$ cat config.mk
export PLATFORM = sky130hd
export DESIGN_NAME = rpt_panel
export DESIGN_NICKNAME = d
export VERILOG_FILES = /design/src/hw/rpt_pkg.sv /design/src/hw/rpt_pwm.sv /design/src/hw/rpt_panel.sv
export VERILOG_INCLUDE_DIRS = /design/src /design/src/hw
export SDC_FILE = /design/constraint.sdc
export NUM_CORES = 1
export LEC_CHECK = 0
export ABC_AREA = 1
export BUFFER_PORTS_ARGS = -buffer_cell sky130_fd_sc_hd__clkbuf_2
export CORE_AREA = 2 2 232 234
export CTS_CLUSTER_DIAMETER = 150
export DETAILED_ROUTE_END_ITERATION = 8
export DIE_AREA = 0 0 234 236
export GPL_ROUTABILITY_DRIVEN = 0
export PLACE_DENSITY_LB_ADDON = 0.08
export SLEW_MARGIN = 5
export SYNTH_ARGS = -nofsm -noshare
export SYNTH_HDL_FRONTEND = slang
export SYNTH_SLANG_ARGS = --single-unit
$ cat constraint.sdc
create_clock -name sys_clk_i -period 6.7 [get_ports sys_clk_i]
set_clock_uncertainty 0.2 [all_clocks]
set_input_delay 1.675 -clock sys_clk_i [delete_from_list [all_inputs] [get_ports sys_clk_i]]
set_output_delay 1.675 -clock sys_clk_i [all_outputs]
set_load 0.005 [all_outputs]
$ cat src/hw/rpt_defs.svh
// Register offsets, reset values, field positions and timing counts for the RGB panel timing block.
// Assumes a 10 MHz system clock and an APB slave with 32-bit data.
`ifndef RPT_DEFS_SVH
`define RPT_DEFS_SVH

`define RPT_ADDR_W 8
`define RPT_OFF_PCLK_DIV 8'h00
`define RPT_OFF_PCLK_EDGE 8'h04
`define RPT_OFF_SKEW 8'h08
`define RPT_OFF_DITHER 8'h0c
`define RPT_OFF_BIT_WIDTH 8'h10
`define RPT_OFF_PIN_ARR 8'h14
`define RPT_OFF_H_TOTAL 8'h18
`define RPT_OFF_H_SIZE 8'h1c
`define RPT_OFF_H_OFFSET 8'h20
`define RPT_OFF_H_SYNC0 8'h24
`define RPT_OFF_H_SYNC1 8'h28
`define RPT_OFF_V_TOTAL 8'h2c
`define RPT_OFF_V_SIZE 8'h30
`define RPT_OFF_V_OFFSET 8'h34
`define RPT_OFF_V_SYNC0 8'h38
`define RPT_OFF_V_SYNC1 8'h3c
`define RPT_OFF_LEGACY_PIN 8'h40
`define RPT_OFF_EXT_PIN 8'h44
`define RPT_OFF_BL_FREQ 8'h48
`define RPT_OFF_BL_DUTY 8'h4c
`define RPT_OFF_STATUS 8'h50

`define RPT_RST_BIT_WIDTH 12'h888
`define RPT_RST_BL_FREQ 14'h00fa
`define RPT_RST_BL_DUTY 8'h80

`define RPT_LEGACY_PANEL_BIT 7
`define RPT_EXT_PANEL_BIT 15
`define RPT_ARR_REVERSE 0
`define RPT_ARR_SWAP 1
`define RPT_ARR_RIGHT 2
`define RPT_ARR_ROTATE 3

`define RPT_CLK_HZ 10000000
`define RPT_BL_FREQ_MIN 14'h00fa
`define RPT_BL_FREQ_MAX 14'h2710
`define RPT_BL_DUTY_FULL 128
`define RPT_BL_DUTY_STEP (`RPT_CLK_HZ / `RPT_BL_DUTY_FULL)

`endif

$ cat src/hw/rpt_pkg.sv
// Types shared by the RGB panel timing block and its backlight generator.
// Assumes nothing beyond the defs header.
package rpt_pkg;
	typedef struct packed {
		logic [7:0] red;
		logic [7:0] green;
		logic [7:0] blue;
	} rpt_rgb_t;

	typedef struct packed {
		logic psel;
		logic penable;
		logic pwrite;
		logic [7:0] paddr;
		logic [31:0] pwdata;
	} rpt_apb_req_t;

	typedef struct packed {
		logic [31:0] prdata;
		logic pready;
		logic pslverr;
	} rpt_apb_rsp_t;
endpackage

$ cat src/hw/rpt_pwm.sv
// Backlight PWM generator, phase accumulator driven by the system clock.
// Assumes frequency and duty come from registers on the same clock.
`include "rpt_defs.svh"

module rpt_pwm (
	// Clock and reset
	input wire logic sys_clk_i,
	input wire logic rst_n_i,
	input wire logic ce_i,
	// Settings
	input wire logic [13:0] freq_i,
	input wire logic [7:0] duty_i,
	input wire logic panel_enable_i,
	// Pin
	output logic backlight_o
);
	import rpt_pkg::*;

	logic [23:0] acc_r;
	logic [23:0] acc_nxt;
	logic [13:0] freq_lim;
	logic [7:0] duty_lim;
	logic [31:0] thresh;

	// Out-of-range frequencies are clamped rather than refused
	always_comb begin
		freq_lim = freq_i;
		if (freq_i < `RPT_BL_FREQ_MIN)
			freq_lim = `RPT_BL_FREQ_MIN;
		else if (freq_i > `RPT_BL_FREQ_MAX)
			freq_lim = `RPT_BL_FREQ_MAX;
		duty_lim = (duty_i > 8'(`RPT_BL_DUTY_FULL)) ? 8'(`RPT_BL_DUTY_FULL) : duty_i;
		thresh = 32'(duty_lim) * 32'(`RPT_BL_DUTY_STEP);
	end

	// Accumulator wraps at the clock rate, so one wrap is one PWM period
	always_comb begin
		if (32'(acc_r) + 32'(freq_lim) >= 32'(`RPT_CLK_HZ))
			acc_nxt = 24'(32'(acc_r) + 32'(freq_lim) - 32'(`RPT_CLK_HZ));
		else
			acc_nxt = acc_r + 24'(freq_lim);
	end

	always_ff @(posedge sys_clk_i or negedge rst_n_i) begin
		if (!rst_n_i)
			acc_r <= 24'h000000;
		else if (ce_i)
			acc_r <= acc_nxt;
	end

	// Zero duty never passes, full duty always passes the compare
	always_ff @(posedge sys_clk_i or negedge rst_n_i) begin
		if (!rst_n_i)
			backlight_o <= 1'b0;
		else if (ce_i)
			backlight_o <= panel_enable_i && (32'(acc_r) < thresh);
	end
endmodule

$ cat src/hw/rpt_panel.sv
// Parallel RGB panel output stage: pixel clock, sync/enable timing, colour path, backlight, panel enable.
// Assumes an APB master on sys_clk_i and a pixel source on the same clock that honours pixel_take_o.
// Behaviour
// - Divisor zero keeps pixel clock disabled
// - Pixel clock is system clock over divisor
// - Edge select chooses rising or falling edge
// - Skew off: all colours change together
// - Skew on: red early, blue late
// - Dither eight-bit colour to panel precision
// - Per-channel bit width, default eight each
// - Arrangement bit 0 reverses bit order
// - Arrangement bit 1 swaps red, blue
// - Bit 3 rotates; bit 2 picks direction
// - Horizontal settings are twelve-bit pixel counts
// - Vertical settings are twelve-bit line counts
// - Line lasts total; visible lasts width
// - Line sync from sync start to end
// - Frame lasts total lines; visible lines after offset
// - Frame sync from sync start to end
// - Backlight PWM between 250 and 10000 Hz
// - Duty 0 off, 128 on, proportional between
// - Panel enable low forces backlight low
// - Panel enable follows either control register bit
//
// Implementation choices: the APB register port and the address map.
`include "rpt_defs.svh"

module rpt_panel (
	// Clock, reset, enable
	input wire logic sys_clk_i,
	input wire logic rst_n_i,
	input wire logic ce_i,
	// Register bus
	input wire rpt_pkg::rpt_apb_req_t apb_req_i,
	output rpt_pkg::rpt_apb_rsp_t apb_rsp_o,
	// Pixel source
	input wire rpt_pkg::rpt_rgb_t pixel_i,
	output logic pixel_take_o,
	// Panel pins
	output logic pclk_o,
	output logic line_sync_o,
	output logic frame_sync_o,
	output logic data_enable_o,
	output rpt_pkg::rpt_rgb_t colour_pins_o,
	output logic panel_enable_out_o,
	output logic backlight_o
);
	import rpt_pkg::*;

	// Settings
	logic [9:0] pclk_div_r;
	logic pixel_clock_edge_select_r, colour_skew_enable_r, dither_enable_r;
	logic [11:0] channel_bit_width_r;
	logic [3:0] colour_pin_arrangement_r;
	logic [11:0] line_total_count_r, line_visible_width_r, line_blank_offset_r, line_sync_start_r, line_sync_end_r;
	logic [11:0] frame_total_lines_r, frame_visible_lines_r, frame_blank_offset_r;
	logic [11:0] frame_sync_start_r, frame_sync_end_r;
	logic [6:0] legacy_pin_rest_r;
	logic [14:0] ext_pin_rest_r;
	logic panel_enable_r;
	logic [13:0] backlight_frequency_r;
	logic [7:0] backlight_duty_r;

	// Bus decode
	logic wr_en, rd_hit;
	logic [31:0] rd_data;
	logic [7:0] addr;

	assign addr = apb_req_i.paddr;
	assign wr_en = ce_i && apb_req_i.psel && apb_req_i.penable && apb_req_i.pwrite && addr[1:0] == 2'h0;

	// Register writes; one-cycle answer so pready only follows the enable
	always_ff @(posedge sys_clk_i or negedge rst_n_i) begin
		if (!rst_n_i) begin
			pclk_div_r <= 10'h000;
			pixel_clock_edge_select_r <= 1'b0;
			colour_skew_enable_r <= 1'b0;
			dither_enable_r <= 1'b0;
			channel_bit_width_r <= `RPT_RST_BIT_WIDTH;
			colour_pin_arrangement_r <= 4'h0;
			line_total_count_r <= 12'h000;
			line_visible_width_r <= 12'h000;
			line_blank_offset_r <= 12'h000;
			line_sync_start_r <= 12'h000;
			line_sync_end_r <= 12'h000;
			frame_total_lines_r <= 12'h000;
			frame_visible_lines_r <= 12'h000;
			frame_blank_offset_r <= 12'h000;
			frame_sync_start_r <= 12'h000;
			frame_sync_end_r <= 12'h000;
			legacy_pin_rest_r <= 7'h00;
			ext_pin_rest_r <= 15'h0000;
			panel_enable_r <= 1'b0;
			backlight_frequency_r <= `RPT_RST_BL_FREQ;
			backlight_duty_r <= `RPT_RST_BL_DUTY;
		end else if (wr_en) begin
			case (addr)
				`RPT_OFF_PCLK_DIV: pclk_div_r <= apb_req_i.pwdata[9:0];
				`RPT_OFF_PCLK_EDGE: pixel_clock_edge_select_r <= apb_req_i.pwdata[0];
				`RPT_OFF_SKEW: colour_skew_enable_r <= apb_req_i.pwdata[0];
				`RPT_OFF_DITHER: dither_enable_r <= apb_req_i.pwdata[0];
				`RPT_OFF_BIT_WIDTH: channel_bit_width_r <= apb_req_i.pwdata[11:0];
				`RPT_OFF_PIN_ARR: colour_pin_arrangement_r <= apb_req_i.pwdata[3:0];
				`RPT_OFF_H_TOTAL: line_total_count_r <= apb_req_i.pwdata[11:0];
				`RPT_OFF_H_SIZE: line_visible_width_r <= apb_req_i.pwdata[11:0];
				`RPT_OFF_H_OFFSET: line_blank_offset_r <= apb_req_i.pwdata[11:0];
				`RPT_OFF_H_SYNC0: line_sync_start_r <= apb_req_i.pwdata[11:0];
				`RPT_OFF_H_SYNC1: line_sync_end_r <= apb_req_i.pwdata[11:0];
				`RPT_OFF_V_TOTAL: frame_total_lines_r <= apb_req_i.pwdata[11:0];
				`RPT_OFF_V_SIZE: frame_visible_lines_r <= apb_req_i.pwdata[11:0];
				`RPT_OFF_V_OFFSET: frame_blank_offset_r <= apb_req_i.pwdata[11:0];
				`RPT_OFF_V_SYNC0: frame_sync_start_r <= apb_req_i.pwdata[11:0];
				`RPT_OFF_V_SYNC1: frame_sync_end_r <= apb_req_i.pwdata[11:0];
				`RPT_OFF_LEGACY_PIN: begin
					legacy_pin_rest_r <= apb_req_i.pwdata[6:0];
					panel_enable_r <= apb_req_i.pwdata[`RPT_LEGACY_PANEL_BIT];
				end
				`RPT_OFF_EXT_PIN: begin
					ext_pin_rest_r <= apb_req_i.pwdata[14:0];
					panel_enable_r <= apb_req_i.pwdata[`RPT_EXT_PANEL_BIT];
				end
				`RPT_OFF_BL_FREQ: backlight_frequency_r <= apb_req_i.pwdata[13:0];
				`RPT_OFF_BL_DUTY: backlight_duty_r <= apb_req_i.pwdata[7:0];
				default: begin
				end
			endcase
		end
	end

	// Timing counters, declared here for the status read
	logic [11:0] hcnt_r, vcnt_r;

	always_comb begin
		rd_hit = 1'b1;
		rd_data = 32'h00000000;
		case (addr)
			`RPT_OFF_PCLK_DIV: rd_data = {22'h000000, pclk_div_r};
			`RPT_OFF_PCLK_EDGE: rd_data = {31'h00000000, pixel_clock_edge_select_r};
			`RPT_OFF_SKEW: rd_data = {31'h00000000, colour_skew_enable_r};
			`RPT_OFF_DITHER: rd_data = {31'h00000000, dither_enable_r};
			`RPT_OFF_BIT_WIDTH: rd_data = {20'h00000, channel_bit_width_r};
			`RPT_OFF_PIN_ARR: rd_data = {28'h0000000, colour_pin_arrangement_r};
			`RPT_OFF_H_TOTAL: rd_data = {20'h00000, line_total_count_r};
			`RPT_OFF_H_SIZE: rd_data = {20'h00000, line_visible_width_r};
			`RPT_OFF_H_OFFSET: rd_data = {20'h00000, line_blank_offset_r};
			`RPT_OFF_H_SYNC0: rd_data = {20'h00000, line_sync_start_r};
			`RPT_OFF_H_SYNC1: rd_data = {20'h00000, line_sync_end_r};
			`RPT_OFF_V_TOTAL: rd_data = {20'h00000, frame_total_lines_r};
			`RPT_OFF_V_SIZE: rd_data = {20'h00000, frame_visible_lines_r};
			`RPT_OFF_V_OFFSET: rd_data = {20'h00000, frame_blank_offset_r};
			`RPT_OFF_V_SYNC0: rd_data = {20'h00000, frame_sync_start_r};
			`RPT_OFF_V_SYNC1: rd_data = {20'h00000, frame_sync_end_r};
			`RPT_OFF_LEGACY_PIN: rd_data = {24'h000000, panel_enable_r, legacy_pin_rest_r};
			`RPT_OFF_EXT_PIN: rd_data = {16'h0000, panel_enable_r, ext_pin_rest_r};
			`RPT_OFF_BL_FREQ: rd_data = {18'h00000, backlight_frequency_r};
			`RPT_OFF_BL_DUTY: rd_data = {24'h000000, backlight_duty_r};
			`RPT_OFF_STATUS: rd_data = {4'h0, vcnt_r, 4'h0, hcnt_r};
			default: rd_hit = 1'b0;
		endcase
		if (addr[1:0] != 2'h0)
			rd_hit = 1'b0;
	end

	// Unmapped or misaligned accesses answer with an error and zero data
	always_comb begin
		apb_rsp_o.pready = ce_i;
		apb_rsp_o.pslverr = apb_req_i.psel && apb_req_i.penable && !rd_hit;
		apb_rsp_o.prdata = (apb_req_i.psel && apb_req_i.penable && !apb_req_i.pwrite && rd_hit) ? rd_data
			: 32'h00000000;
	end

	// Pixel clock divider
	logic [9:0] pdiv_cnt_r, pdiv_cnt_nxt, pdiv_half;
	logic pix_tick, pclk_phase_r, pclk_is_sys;

	assign pix_tick = ce_i && pclk_div_r != 10'h000 && pdiv_cnt_r >= pclk_div_r - 10'h001;
	assign pdiv_cnt_nxt = pix_tick ? 10'h000 : pdiv_cnt_r + 10'h001;
	assign pdiv_half = 10'((11'(pclk_div_r) + 11'h001) >> 1);
	assign pclk_is_sys = pclk_div_r == 10'h001;

	always_ff @(posedge sys_clk_i or negedge rst_n_i) begin
		if (!rst_n_i)
			pdiv_cnt_r <= 10'h000;
		else if (ce_i)
			pdiv_cnt_r <= (pclk_div_r == 10'h000) ? 10'h000 : pdiv_cnt_nxt;
	end

	// Active half starts at the tick, so data changes ride the active edge
	always_ff @(posedge sys_clk_i or negedge rst_n_i) begin
		if (!rst_n_i)
			pclk_phase_r <= 1'b0;
		else if (ce_i)
			pclk_phase_r <= pclk_div_r != 10'h000 && pdiv_cnt_nxt < pdiv_half;
	end

	// Divide by one cannot come from a flop; the system clock is passed straight out
	assign pclk_o = (pclk_is_sys ? sys_clk_i : pclk_phase_r) ^ pixel_clock_edge_select_r;

	// Line and frame counters
	logic h_wrap, v_wrap, h_vis, v_vis, h_sync, v_sync;
	logic [12:0] h_vis_end, v_vis_end;

	assign h_wrap = 13'(hcnt_r) + 13'h0001 >= 13'(line_total_count_r);
	assign v_wrap = 13'(vcnt_r) + 13'h0001 >= 13'(frame_total_lines_r);

	always_ff @(posedge sys_clk_i or negedge rst_n_i) begin
		if (!rst_n_i)
			hcnt_r <= 12'h000;
		else if (pix_tick)
			hcnt_r <= h_wrap ? 12'h000 : hcnt_r + 12'h001;
	end

	always_ff @(posedge sys_clk_i or negedge rst_n_i) begin
		if (!rst_n_i)
			vcnt_r <= 12'h000;
		else if (pix_tick && h_wrap)
			vcnt_r <= v_wrap ? 12'h000 : vcnt_r + 12'h001;
	end

	// Visible window follows the blanking offset; wide sums avoid wrap at 4095
	assign h_vis_end = 13'(line_blank_offset_r) + 13'(line_visible_width_r);
	assign v_vis_end = 13'(frame_blank_offset_r) + 13'(frame_visible_lines_r);
	assign h_vis = hcnt_r >= line_blank_offset_r && 13'(hcnt_r) < h_vis_end;
	assign v_vis = vcnt_r >= frame_blank_offset_r && 13'(vcnt_r) < v_vis_end;
	assign h_sync = hcnt_r >= line_sync_start_r && hcnt_r < line_sync_end_r;
	assign v_sync = vcnt_r >= frame_sync_start_r && vcnt_r < frame_sync_end_r;

	assign pixel_take_o = pix_tick && h_vis && v_vis;

	// Dither and width reduction, one lane per channel
	logic [1:0] bayer;
	rpt_rgb_t reduced;

	always_comb begin
		case ({vcnt_r[0], hcnt_r[0]})
			2'h0: bayer = 2'h0;
			2'h1: bayer = 2'h2;
			2'h2: bayer = 2'h3;
			default: bayer = 2'h1;
		endcase
	end

	genvar ch;
	generate
		for (ch = 0; ch < 3; ch++) begin : g_lane
			logic [3:0] width_raw;
			logic [3:0] width;
			logic [7:0] in_val;
			logic [7:0] keep_mask;
			logic [7:0] bias;
			logic [8:0] sum;
			logic [7:0] sat;

			// Red field sits lowest, but lane 0 is the blue byte
			assign width_raw = channel_bit_width_r[(2 - ch)*4 +: 4];
			// Zero or out-of-range width falls back to full precision
			assign width = (width_raw == 4'h0 || width_raw > 4'h8) ? 4'h8 : width_raw;
			assign in_val = pixel_i[ch*8 +: 8];
			assign keep_mask = 8'(16'hff00 >> width);
			// Bias is the Bayer fraction of one output step
			assign bias = dither_enable_r ? 8'({bayer, 6'h00} >> width) : 8'h00;
			assign sum = 9'(in_val) + 9'(bias);
			assign sat = sum[8] ? 8'hff : sum[7:0];
			assign reduced[ch*8 +: 8] = (h_vis && v_vis) ? (sat & keep_mask) : 8'h00;
		end
	endgenerate

	// Skew pipeline: green and controls always one pixel late
	rpt_rgb_t pipe1_r;
	rpt_rgb_t pipe2_r;
	rpt_rgb_t logical;
	logic de1_r;
	logic hs1_r;
	logic vs1_r;

	always_ff @(posedge sys_clk_i or negedge rst_n_i) begin
		if (!rst_n_i) begin
			pipe1_r <= '0;
			pipe2_r <= '0;
			de1_r <= 1'b0;
			hs1_r <= 1'b0;
			vs1_r <= 1'b0;
		end else if (pix_tick) begin
			pipe1_r <= reduced;
			pipe2_r <= pipe1_r;
			de1_r <= h_vis && v_vis;
			hs1_r <= h_sync;
			vs1_r <= v_sync;
		end
	end

	always_comb begin
		logical = pipe1_r;
		if (colour_skew_enable_r) begin
			logical.red = reduced.red;
			logical.blue = pipe2_r.blue;
		end
	end

	// Pin arrangement
	function automatic logic [7:0] rpt_rev8(input logic [7:0] v);
		logic [7:0] o;
		o = 8'h00;
		for (int i = 0; i < 8; i++)
			o[i] = v[7 - i];
		return o;
	endfunction

	rpt_rgb_t ordered;
	rpt_rgb_t arranged;

	always_comb begin
		ordered = logical;
		if (!colour_pin_arrangement_r[`RPT_ARR_ROTATE]) begin
			if (colour_pin_arrangement_r[`RPT_ARR_SWAP])
				ordered = '{red: logical.blue, green: logical.green, blue: logical.red};
		end else begin
			case (colour_pin_arrangement_r[2:1])
				2'h0: ordered = '{red: logical.blue, green: logical.red, blue: logical.green};
				2'h1: ordered = '{red: logical.green, green: logical.red, blue: logical.blue};
				2'h2: ordered = '{red: logical.green, green: logical.blue, blue: logical.red};
				default: ordered = '{red: logical.red, green: logical.blue, blue: logical.green};
			endcase
		end
		arranged = ordered;
		if (colour_pin_arrangement_r[`RPT_ARR_REVERSE]) begin
			arranged.red = rpt_rev8(ordered.red);
			arranged.green = rpt_rev8(ordered.green);
			arranged.blue = rpt_rev8(ordered.blue);
		end
	end

	// Pin registers; all update together on the pixel tick
	always_ff @(posedge sys_clk_i or negedge rst_n_i) begin
		if (!rst_n_i) begin
			colour_pins_o <= '0;
			data_enable_o <= 1'b0;
			line_sync_o <= 1'b0;
			frame_sync_o <= 1'b0;
		end else if (pix_tick) begin
			colour_pins_o <= arranged;
			data_enable_o <= de1_r;
			line_sync_o <= hs1_r;
			frame_sync_o <= vs1_r;
		end
	end

	always_ff @(posedge sys_clk_i or negedge rst_n_i) begin
		if (!rst_n_i)
			panel_enable_out_o <= 1'b0;
		else if (ce_i)
			panel_enable_out_o <= panel_enable_r;
	end

	rpt_pwm u_pwm (
		.sys_clk_i(sys_clk_i),
		.rst_n_i(rst_n_i),
		.ce_i(ce_i),
		.freq_i(backlight_frequency_r),
		.duty_i(backlight_duty_r),
		.panel_enable_i(panel_enable_r), // Same edge as the pin, so no lone backlight cycle
		.backlight_o(backlight_o)
	);
endmodule

==> results of run 1 <==
kinds of logic after synthesis:
group                      count (synthesis)
muxes                                      1
xor gates and xnor gates                 101
and+or+nand+nor                         1565
buffers and inverters                    655
AOI/OAI and AO/OA                        682
other                                      2
DFF                                      317
adders and majority gates                317
metal layers:
layer / wire (um) / global-route usage / vias to the layer above / share of wire
met5: 0 / 0 / - / 0
met4: 3930 / 0.137 / 0 / 0.046
met3: 6780 / 0.0569 / 191 / 0.079
met2: 38100 / 0.479 / 988 / 0.44
met1: 37100 / 0.424 / 11800 / 0.43
li1: - / - / 12200 / -
flip-flops by register name (all words and copies together), names as in the netlist, 12 cells and up:
signal                 cells
frame_sync_start_r        12
channel_bit_width_r       12
backlight_frequency_r     14
line_blank_offset_r       12
ext_pin_rest_r            15
line_total_count_r        12
hcnt_r                    12
colour_pins_o             24
line_sync_start_r         12
line_visible_width_r      12
frame_blank_offset_r      12
pipe1_r                   16
line_sync_end_r           12
frame_visible_lines_r     12
frame_sync_end_r          12
vcnt_r                    12
frame_total_lines_r       12
u_pwm.acc_r               24
worst reg2reg max path: cells and delay by family (launching register included):
kind,cells,cell delay (ps)
adder cells (fa/ha/maj),6,2280
AO/OA/AOI/OAI,9,1580
AND/OR/NAND/NOR,7,810
flip-flops,1,670
buffers and inverters,4,330
XOR/XNOR,1,150
cell usage after synthesis (7+ instances only):
master | instances | area [sq um]
a221oi_1 | 40 | 350
o21a_1 | 9 | 67.6
nor2_2 | 11 | 68.8
a21oi_1 | 137 | 686
inv_2 | 12 | 45.0
clkinv_1 | 9 | 33.8
dfstp_2 | 10 | 263
nor4_1 | 20 | 125
inv_1 | 516 | 1940
xor2_1 | 75 | 657
a21o_1 | 13 | 97.6
buf_2 | 15 | 75.1
fa_1 | 23 | 460
o21ai_0 | 335 | 1680
a31oi_1 | 15 | 93.8
or2_2 | 10 | 62.6
o31ai_1 | 7 | 52.6
o21bai_1 | 9 | 67.6
nand3_1 | 234 | 1170
buf_1 | 13 | 48.8
dfrtp_1 | 307 | 7680
nand4_1 | 73 | 457
nor2_1 | 203 | 762
nand2_1 | 909 | 3410
o22ai_1 | 74 | 463
o211ai_1 | 7 | 52.6
nor3_1 | 46 | 230
xnor2_1 | 24 | 210
clkbuf_1 | 83 | 312
nand2_2 | 27 | 169
ha_1 | 294 | 3680
report_power, final:
part	switching [mW]	leakage (nW)	total [mW]	internal, mW
Clock	0.916	0.753	2.47	1.55
Combinational	0.588	9.71	0.881	0.293
Sequential	0.0469	4.15	2.00	1.95
Total	1.55	14.6	5.35	3.80
cell type report:
| cell class | count | area share |
|---|---|---|
| timing repair buffer | 143 | 0.0286 |
| sequential | 317 | 0.275 |
| clock buffer | 55 | 0.0413 |
| multi-input combinational | 2675 | 0.545 |
| inverter | 537 | 0.0697 |
| antenna | 1 | 0.0000866 |
| clock inverter | 18 | 0.0103 |
| tap | 696 | 0.0301 |
repair_timing:
item | CTS | global route
setup endpoints to repair | 0 | 2
hold buffers | 0 | 0
resized for setup | 0 | 3
per-stage QoR:
stage                     std cells  total power [mW]
final                          4442              5.35
after CTS                      4441              5.39
after global placement         4369              2.88
after detailed placement       4369              2.91
after floorplan                3647              2.65
after global routing           4441              5.60
path summary, 6_finish.rpt:
kind,depth (start not counted),to,start,slack (ps)
max in group asynchronous,2,hcnt_r[10]$_DFFE_PN0P_,rst_n_i,4350
min,2,ext_pin_rest_r[14]$_DFFE_PN0P_,ext_pin_rest_r[14]$_DFFE_PN0P_,270
min reg2reg,2,ext_pin_rest_r[14]$_DFFE_PN0P_,ext_pin_rest_r[14]$_DFFE_PN0P_,270
min in group asynchronous,1,u_pwm.acc_r[22]$_DFFE_PN0P_,rst_n_i,720
max reg2reg,27,u_pwm.backlight_o$_DFFE_PN0P_,backlight_duty_r[7]$_DFFE_PN1P_,550
max,22,pixel_take_o,frame_visible_lines_r[3]$_DFFE_PN0P_,290
==> impl_metrics.env, run 1 <==
export IMPL_worst_endpoint_required_ps=4830
export IMPL_grt_total_usage=0.311
export IMPL_wl_per_cell_um=19.4
export IMPL_grt_first_pass_wirelength_mm=134
export IMPL_cap_violations=0
export IMPL_max_slew_margin=0.257
export IMPL_crit_fanout=9
export IMPL_final_layout_size_suffix_gt1_frac=0.0820
export IMPL_syn_area_per_cell_sq_um=7.19
export IMPL_synthDistinctLibCells=62
export IMPL_cts_tree="done"
export IMPL_final_cell_mix="908 x nand2_1, 515 x inv_1, 335 x o21ai_0"
export IMPL_ys_ff_latch=317
export IMPL_path_buf_inv=5
export IMPL_clk_pin_slew_ps=60
export IMPL_die_area_sq_um=55200
export IMPL_layout_min_cycle_time_ps=6410
export IMPL_rows=85
export IMPL_endpoint_kind="output port"
export IMPL_critPathLaunchType="register"
export IMPL_ys_flop_type="dfrtp_1"
export IMPL_hold_violations=0
export IMPL_place_area_sq_um=27400
export IMPL_layout_area_seq_sq_um=7950
export IMPL_hpwlAfterDp_mm=65.7
export IMPL_die_w_um=234
export IMPL_layout_area_overhead_vs_synth_pct=10.5
export IMPL_cp_top_family="simple AND/OR/NAND/NOR gates"
export IMPL_start_util=0.493
export IMPL_initialDrtViolationCount=2354
export IMPL_synth_top_family_by_area="simple AND/OR/NAND/NOR gates"
export IMPL_synthMuxAreaShare=0.000382
export IMPL_synthCells=3640
export IMPL_power_density_nw_per_um2=185
export IMPL_antenna_found_initial=0
export IMPL_layout_setup_ws_ps=287
export IMPL_place_ws_ps=501
export IMPL_hold_path_class="reg2reg"
export IMPL_post_route_util=0.545
export IMPL_slew_viol_final=0
export IMPL_die_h_um=236
export IMPL_irDropWorstVdd_uv=158
export IMPL_cts_setup_buffers=0
export IMPL_fmax_mhz=156
export IMPL_rsz0062_at_grt="false"
export IMPL_critPathMaxStageDelay_ps=470
export IMPL_grt_max_degree=130
export IMPL_tightest_slew_ps=1110
export IMPL_placement_io_buffers=114
export IMPL_synth_area_sq_um=26200
export IMPL_cp_cell_sequence="ha_1 -> inv_1 -> nor4_1 -> nand2_1 -> o311ai_1 -> nand2_1 -> nand2_1 -> nand2_1 -> nand2_1 -> a21oi_1 -> o21ai_0 -> xor2_1 -> ha_1 -> inv_1 -> o21bai_1 -> nand4_1 -> inv_1 -> nor2_4 -> and3_1 -> inv_1 -> nor2_2 -> clkbuf_2"
export IMPL_route_detailed_drc=0
export IMPL_worstPathArrival_ps=4540
export IMPL_synth_fa_ha_area_frac=0.158
export IMPL_vias_per_cell=5.68
export IMPL_nNetsFinal=4104
export IMPL_final_common_cell="nand2_1"
export IMPL_worstSkewPairLatency_ps=680
export IMPL_io_pins=135
export IMPL_p_leak_nw=14.6
export IMPL_drt_wl_total_mm=86.0
export IMPL_finalSetupTns_ps=0
export IMPL_synthArstFlopShare=1.00
export IMPL_synthXorXnorAreaFrac=0.0344
export IMPL_multi_input_area_sq_um=15800
export IMPL_yosys_warnings=0
export IMPL_setup_viol=0
export IMPL_synth_edf_count=0
export IMPL_final_area_sq_um=28900
export IMPL_vias=25200
export IMPL_yosysSeqAreaShare=0.304
export IMPL_dr_pass1_iters=7
export IMPL_hold_ws_ps=270
export IMPL_status="finished, final reports clean"
export IMPL_ant_nets=0
export IMPL_synth_compound_area_share=0.150
export IMPL_synthSimpleGateAreaFrac=0.258
export IMPL_fillCellCount=5129
export IMPL_overflow=0
export IMPL_grt_pass1_vias=23900
export IMPL_crit_slowest_cell="dfrtp_1"
export IMPL_worstSetupPathType="reg2out"
export IMPL_cp_common_cell="nand2_1"
export IMPL_post_route_period_util=0.957
export IMPL_core_area_sq_um=53100
Note: power is estimated with default switching activity, not from simulation.
==> run 2, diff against run 1 <==
- ABC_AREA: 1 -> unset
- CORE_AREA: 2 2 232 234 -> 2 2 229 231
- CTS_CLUSTER_DIAMETER: 150 -> 200
- DIE_AREA: 0 0 234 236 -> 0 0 231 233
- SKIP_CTS_REPAIR_TIMING: unset -> 1
==> impl_metrics.env, run 2 <==
export IMPL_final_common_cell="dfrtp_1"
export IMPL_fmax_mhz=145
export IMPL_path_buf_inv=2
export IMPL_ant_nets=0
export IMPL_slew_viol_final=0
export IMPL_hold_path_class="reg2reg"
export IMPL_total_power_mw=6.20
export IMPL_antenna_found_initial=3
export IMPL_finalSetupTns_ps=-177
export IMPL_min_path_cells=2
export IMPL_rows=83
export IMPL_worstHoldStart="pipe1_r[17]$_DFFE_PN0P_"
export IMPL_setup_viol=1
export IMPL_vias_per_cell=5.99
export IMPL_layout_setup_ws_ps=-177
export IMPL_post_route_util=0.555
export IMPL_r2r_start="backlight_duty_r[7]$_DFFE_PN1P_"
export IMPL_synthCells=2797
export IMPL_crit_slowest_cell="dfrtp_1"
export IMPL_ys_flop_type="dfrtp_1"
export IMPL_hold_ws_ps=276
export IMPL_io_pins=135
export IMPL_yosysTopAreaCell="dfrtp_1"
export IMPL_die_area_sq_um=53800
export IMPL_yosysTopAreaCellShare=0.303
export IMPL_layout_area_overhead_vs_synth_pct=11.8
export IMPL_syn_area_per_cell_sq_um=9.07
export IMPL_place_area_sq_um=26800
export IMPL_grt_first_pass_wirelength_mm=120
export IMPL_place_ws_ps=157
export IMPL_fillCellCount=4688
export IMPL_worstSetupPathType="reg2out"
export IMPL_max_slew_margin=0.143
export IMPL_cp_cell_sequence="ha_1 -> a21o_1 -> a21oi_2 -> o21bai_1 -> a21oi_2 -> o21bai_1 -> a21oi_1 -> o21bai_1 -> a21oi_1 -> o21ai_0 -> xnor2_1 -> ha_1 -> a211o_1 -> nor2_2 -> o211ai_1 -> o211ai_1 -> o41ai_4 -> nor3_4 -> nand2_2 -> inv_4 -> buf_6"
export IMPL_irDropWorstVdd_uv=159
export IMPL_status="complete, but fails checks"
export IMPL_hold_violations=0
export IMPL_final_area_sq_um=28400
export IMPL_overflow=0
export IMPL_antennaDiodeCount=0
export IMPL_cp_top_family="compound AO/OA/AOI/OAI gates"
export IMPL_dr_pass1_iters=6
export IMPL_cts_tree="done"
export IMPL_drt_wl_total_mm=76.8
export IMPL_core_area_sq_um=51100
export IMPL_vias=21600
export IMPL_r2r_slack_ps=390
export IMPL_final_cell_mix="307 x dfrtp_1, 297 x nand2_1, 292 x ha_1"
export IMPL_synthDistinctLibCells=100
export IMPL_worstSkewPairLatency_ps=690
export IMPL_post_route_period_util=1.03
export IMPL_grt_pass1_vias=21200
export IMPL_tightest_slew_ps=1280
export IMPL_place_inst=3520
export IMPL_initialDrtViolationCount=1566
export IMPL_synth_area_top_cells="dfrtp_1 30%, ha_1 14%, mux2_2 6.0%, nand2_1 4.4%, o21ai_0 4.2%"
export IMPL_hpwlAfterDp_mm=57.6
export IMPL_cp_common_cell="o21bai_1"
export IMPL_synthArstFlopShare=1.00
export IMPL_route_detailed_drc=0
export IMPL_synth_area_sq_um=25400
export IMPL_worstPathArrival_ps=5000
export IMPL_p_leak_nw=14.2
export IMPL_die_w_um=231
export IMPL_critPathLaunchType="register"
export IMPL_yosys_warnings=0
export IMPL_critPathMaxStageDelay_ps=450
export IMPL_crit_start="frame_visible_lines_r[1]$_DFFE_PN0P_"
export IMPL_cap_violations=0
export IMPL_crit_fanout=5
export IMPL_grt_total_usage=0.287
export IMPL_ys_top_cells_by_count="307 x dfrtp_1, 299 x nand2_1, 294 x ha_1"
export IMPL_top_regs="colour_pins_o (24), u_pwm.acc_r (24), pipe1_r (16)"
export IMPL_nNetsFinal=3280
export IMPL_yosysMostFrequentCell="dfrtp_1"
export IMPL_wl_per_cell_um=21.3
export IMPL_final_layout_size_suffix_gt1_frac=0.165
export IMPL_grt_max_degree=94
export IMPL_worst_endpoint_required_ps=4830
export IMPL_die_h_um=233
export IMPL_layout_min_cycle_time_ps=6880
export IMPL_reg2reg_depth=28
export IMPL_fin_cells=3604
export IMPL_power_density_nw_per_um2=219
export IMPL_ys_ff_latch=317
export IMPL_violations="negative setup slack"
export IMPL_synth_edf_count=0
export IMPL_worst_path_stages=21
export IMPL_endpoint_kind="output port"
export IMPL_yosysSeqAreaShare=0.313
export IMPL_placement_io_buffers=114
export IMPL_rsz0062_at_grt="true"
export IMPL_start_util=0.497
export IMPL_clk_pin_slew_ps=60
run 2: path summary, 6_finish.rpt:
path                                                      to
max reg2reg                    u_pwm.backlight_o$_DFFE_PN0P_
min reg2reg                          pipe1_r[17]$_DFFE_PN0P_
max                                             pixel_take_o
max in group asynchronous  line_sync_start_r[10]$_DFFE_PN0P_
min                                  pipe1_r[17]$_DFFE_PN0P_
min in group asynchronous        u_pwm.acc_r[21]$_DFFE_PN0P_
run 2: worst register-to-register path, delay by kind of cell, from the launching register on:
kind            cells  cell delay (ps)
fa+ha+maj           6             2200
compound gates     14             2190
simple gates        4              780
buf+inv             3              210
flops               1              540
xor+xnor            1              120
run 2: per-layer routing:
layer / vias to the layer above / GRT usage / wire [um]
li1: 10200 / - / -
met1: 10500 / 0.386 / 34100
met2: 666 / 0.456 / 34500
met3: 206 / 0.0453 / 4710
met4: 6 / 0.126 / 3420
met5: - / 0 / 36
run 2: logic make-up (layout without fill, tap and decap cells):
family          count (synthesis)  after routing  synth area share
compound gates                729            729             0.192
xor+xnor                      141            141            0.0500
other cells                     2              9          0.000296
buf+inv                       336            456            0.0511
flops                         317            317             0.313
fa+ha+maj                     317            317             0.163
mux                           168            168            0.0799
simple gates                  787            787             0.150
run 2: layout make-up:
cell class	instances	area (sq um)	area share
flip-flops and latches	317	7950	0.280
well taps	680	851	0.0300
inverters	195	734	0.0259
multi-input cells	2151	16300	0.576
repair buffers	184	1140	0.0402
clock buffers	68	1270	0.0449
clock inverters	9	90.1	0.00318
run 2: power by group:
part | internal, mW | switching, mW | total [mW]
Sequential | 2.02 | 0.149 | 2.17
Combinational | 0.697 | 1.09 | 1.78
Clock | 1.34 | 0.903 | 2.24
Total | 4.06 | 2.14 | 6.20
==> run 3, diff against run 2 <==
- RECOVER_POWER: unset -> 100
==> impl_metrics.env, run 3 (same netlist as run 2, synthesis figures left out) <==
export IMPL_power_density_nw_per_um2=219
export IMPL_dr_pass1_iters=5
export IMPL_hpwlAfterDp_mm=57.6
export IMPL_total_power_mw=6.18
export IMPL_grt_first_pass_wirelength_mm=120
export IMPL_grt_pass1_vias=21200
export IMPL_hold_path_class="reg2reg"
export IMPL_fmax_mhz=146
export IMPL_fillCellCount=4732
export IMPL_rsz0062_at_grt="true"
export IMPL_worstSetupPathType="reg2out"
export IMPL_ant_nets=0
export IMPL_final_layout_size_suffix_gt1_frac=0.147
export IMPL_crit_slowest_cell="dfrtp_1"
export IMPL_violations="max-capacitance violations, max-slew violations, negative setup slack"
export IMPL_critPathLaunchType="register"
export IMPL_die_w_um=231
export IMPL_min_path_cells=2
export IMPL_status="complete, but fails checks"
export IMPL_die_area_sq_um=53800
export IMPL_cp_cell_sequence="ha_1 -> a21o_1 -> a21oi_2 -> o21bai_1 -> a21oi_2 -> o21bai_1 -> a21oi_1 -> o21bai_1 -> a21oi_1 -> o21ai_0 -> xnor2_1 -> ha_1 -> a211o_1 -> nor2_2 -> o211ai_1 -> o211ai_1 -> o41ai_4 -> nor3_4 -> nand2_2 -> inv_4 -> buf_6"
export IMPL_drt_wl_total_mm=76.8
export IMPL_post_route_period_util=1.02
export IMPL_top_regs="colour_pins_o (24), u_pwm.acc_r (24), pipe1_r (16)"
export IMPL_cts_tree="done"
export IMPL_crit_fanout=5
export IMPL_reg2reg_depth=15
export IMPL_start_util=0.497
export IMPL_nNetsFinal=3280
export IMPL_layout_setup_ws_ps=-164
export IMPL_endpoint_kind="output port"
export IMPL_worst_endpoint_required_ps=4830
export IMPL_initialDrtViolationCount=1564
export IMPL_tightest_slew_ps=4930
export IMPL_setup_viol=1
export IMPL_core_area_sq_um=51100
export IMPL_p_leak_nw=14.1
export IMPL_layout_area_overhead_vs_synth_pct=11.0
export IMPL_cap_violations=7
export IMPL_place_area_sq_um=26800
export IMPL_vias_per_cell=5.97
export IMPL_overflow=0
export IMPL_antenna_found_initial=3
export IMPL_max_slew_margin=-2.29
export IMPL_grt_total_usage=0.287
export IMPL_final_area_sq_um=28200
export IMPL_placement_io_buffers=114
export IMPL_place_inst=3520
export IMPL_critPathMaxStageDelay_ps=450
export IMPL_irDropWorstVdd_uv=150
export IMPL_final_common_cell="dfrtp_1"
export IMPL_place_ws_ps=157
export IMPL_vias=21500
export IMPL_layout_min_cycle_time_ps=6860
export IMPL_cp_common_cell="o21bai_1"
export IMPL_final_cell_mix="307 x dfrtp_1, 298 x nand2_1, 292 x ha_1"
export IMPL_clk_pin_slew_ps=60
export IMPL_wl_per_cell_um=21.3
export IMPL_rows=83
export IMPL_finalSetupTns_ps=-164
export IMPL_io_pins=135
export IMPL_hold_violations=0
export IMPL_worstSkewPairLatency_ps=690
export IMPL_fin_cells=3604
export IMPL_slew_viol_final=272
export IMPL_antennaDiodeCount=0
export IMPL_worstPathArrival_ps=4990
export IMPL_grt_max_degree=94
export IMPL_route_detailed_drc=0
export IMPL_die_h_um=233
==> run 3: area by class of cell <==
cell class | instances | area, sq um | area share
Multi-Input combinational cell | 2151 | 16200 | 0.576
Sequential cell | 317 | 7950 | 0.282
Clock buffer | 68 | 1270 | 0.0452
Timing Repair Buffer | 184 | 1040 | 0.0370
Inverter | 195 | 734 | 0.0261
Tap cell | 680 | 851 | 0.0302
Clock inverter | 9 | 90.1 | 0.00320
==> run 3: power by group <==
part / switching [mW] / internal [mW] / leakage (nW)
logic: 1.08 / 0.686 / 9.57
registers: 0.149 / 2.02 / 3.83
clock network: 0.903 / 1.34 / 0.677
total: 2.13 / 4.05 / 14.1
==> run 3: metrics by stage <==
stage	util	hold slack [ps]
4_1_cts	0.552	276
2_1_floorplan	-	238
3_5_place_dp	0.525	261
3_3_place_gp	0.525	251
6_report	0.551	276
5_1_grt	0.551	297
==> run 3: worst max-delay path, delay by kind of cell (launching register included) <==
family,cells,cell delay [ps]
AOI/OAI and AO/OA,13,2410
xor gates and xnor gates,1,150
adders and majority gates,2,610
buffers and inverters,2,190
DFF,1,450
and+or+nand+nor,3,480
==> run 3: metal layers <==
metal | GRT usage | share of wire | vias to the layer above
met5 | 0 | 0.00047 | -
met4 | 0.126 | 0.044 | 6
met3 | 0.0453 | 0.062 | 196
met2 | 0.456 | 0.45 | 614
met1 | 0.386 | 0.44 | 10500
li1 | - | - | 10200
==> run 3: path summary, 6_finish.rpt <==
kind / slack (ps) / startpoint / to
max: -160 / frame_visible_lines_r[1]$_DFFE_PN0P_ / pixel_take_o
min: 280 / pipe1_r[17]$_DFFE_PN0P_ / pipe1_r[17]$_DFFE_PN0P_
max reg2reg: 380 / pclk_div_r[0]$_DFFE_PN0P_ / pdiv_cnt_r[3]$_DFFE_PN0P_
min reg2reg: 280 / pipe1_r[17]$_DFFE_PN0P_ / pipe1_r[17]$_DFFE_PN0P_
max in group asynchronous: 680 / rst_n_i / line_sync_start_r[10]$_DFFE_PN0P_
min in group asynchronous: 2560 / rst_n_i / u_pwm.acc_r[21]$_DFFE_PN0P_
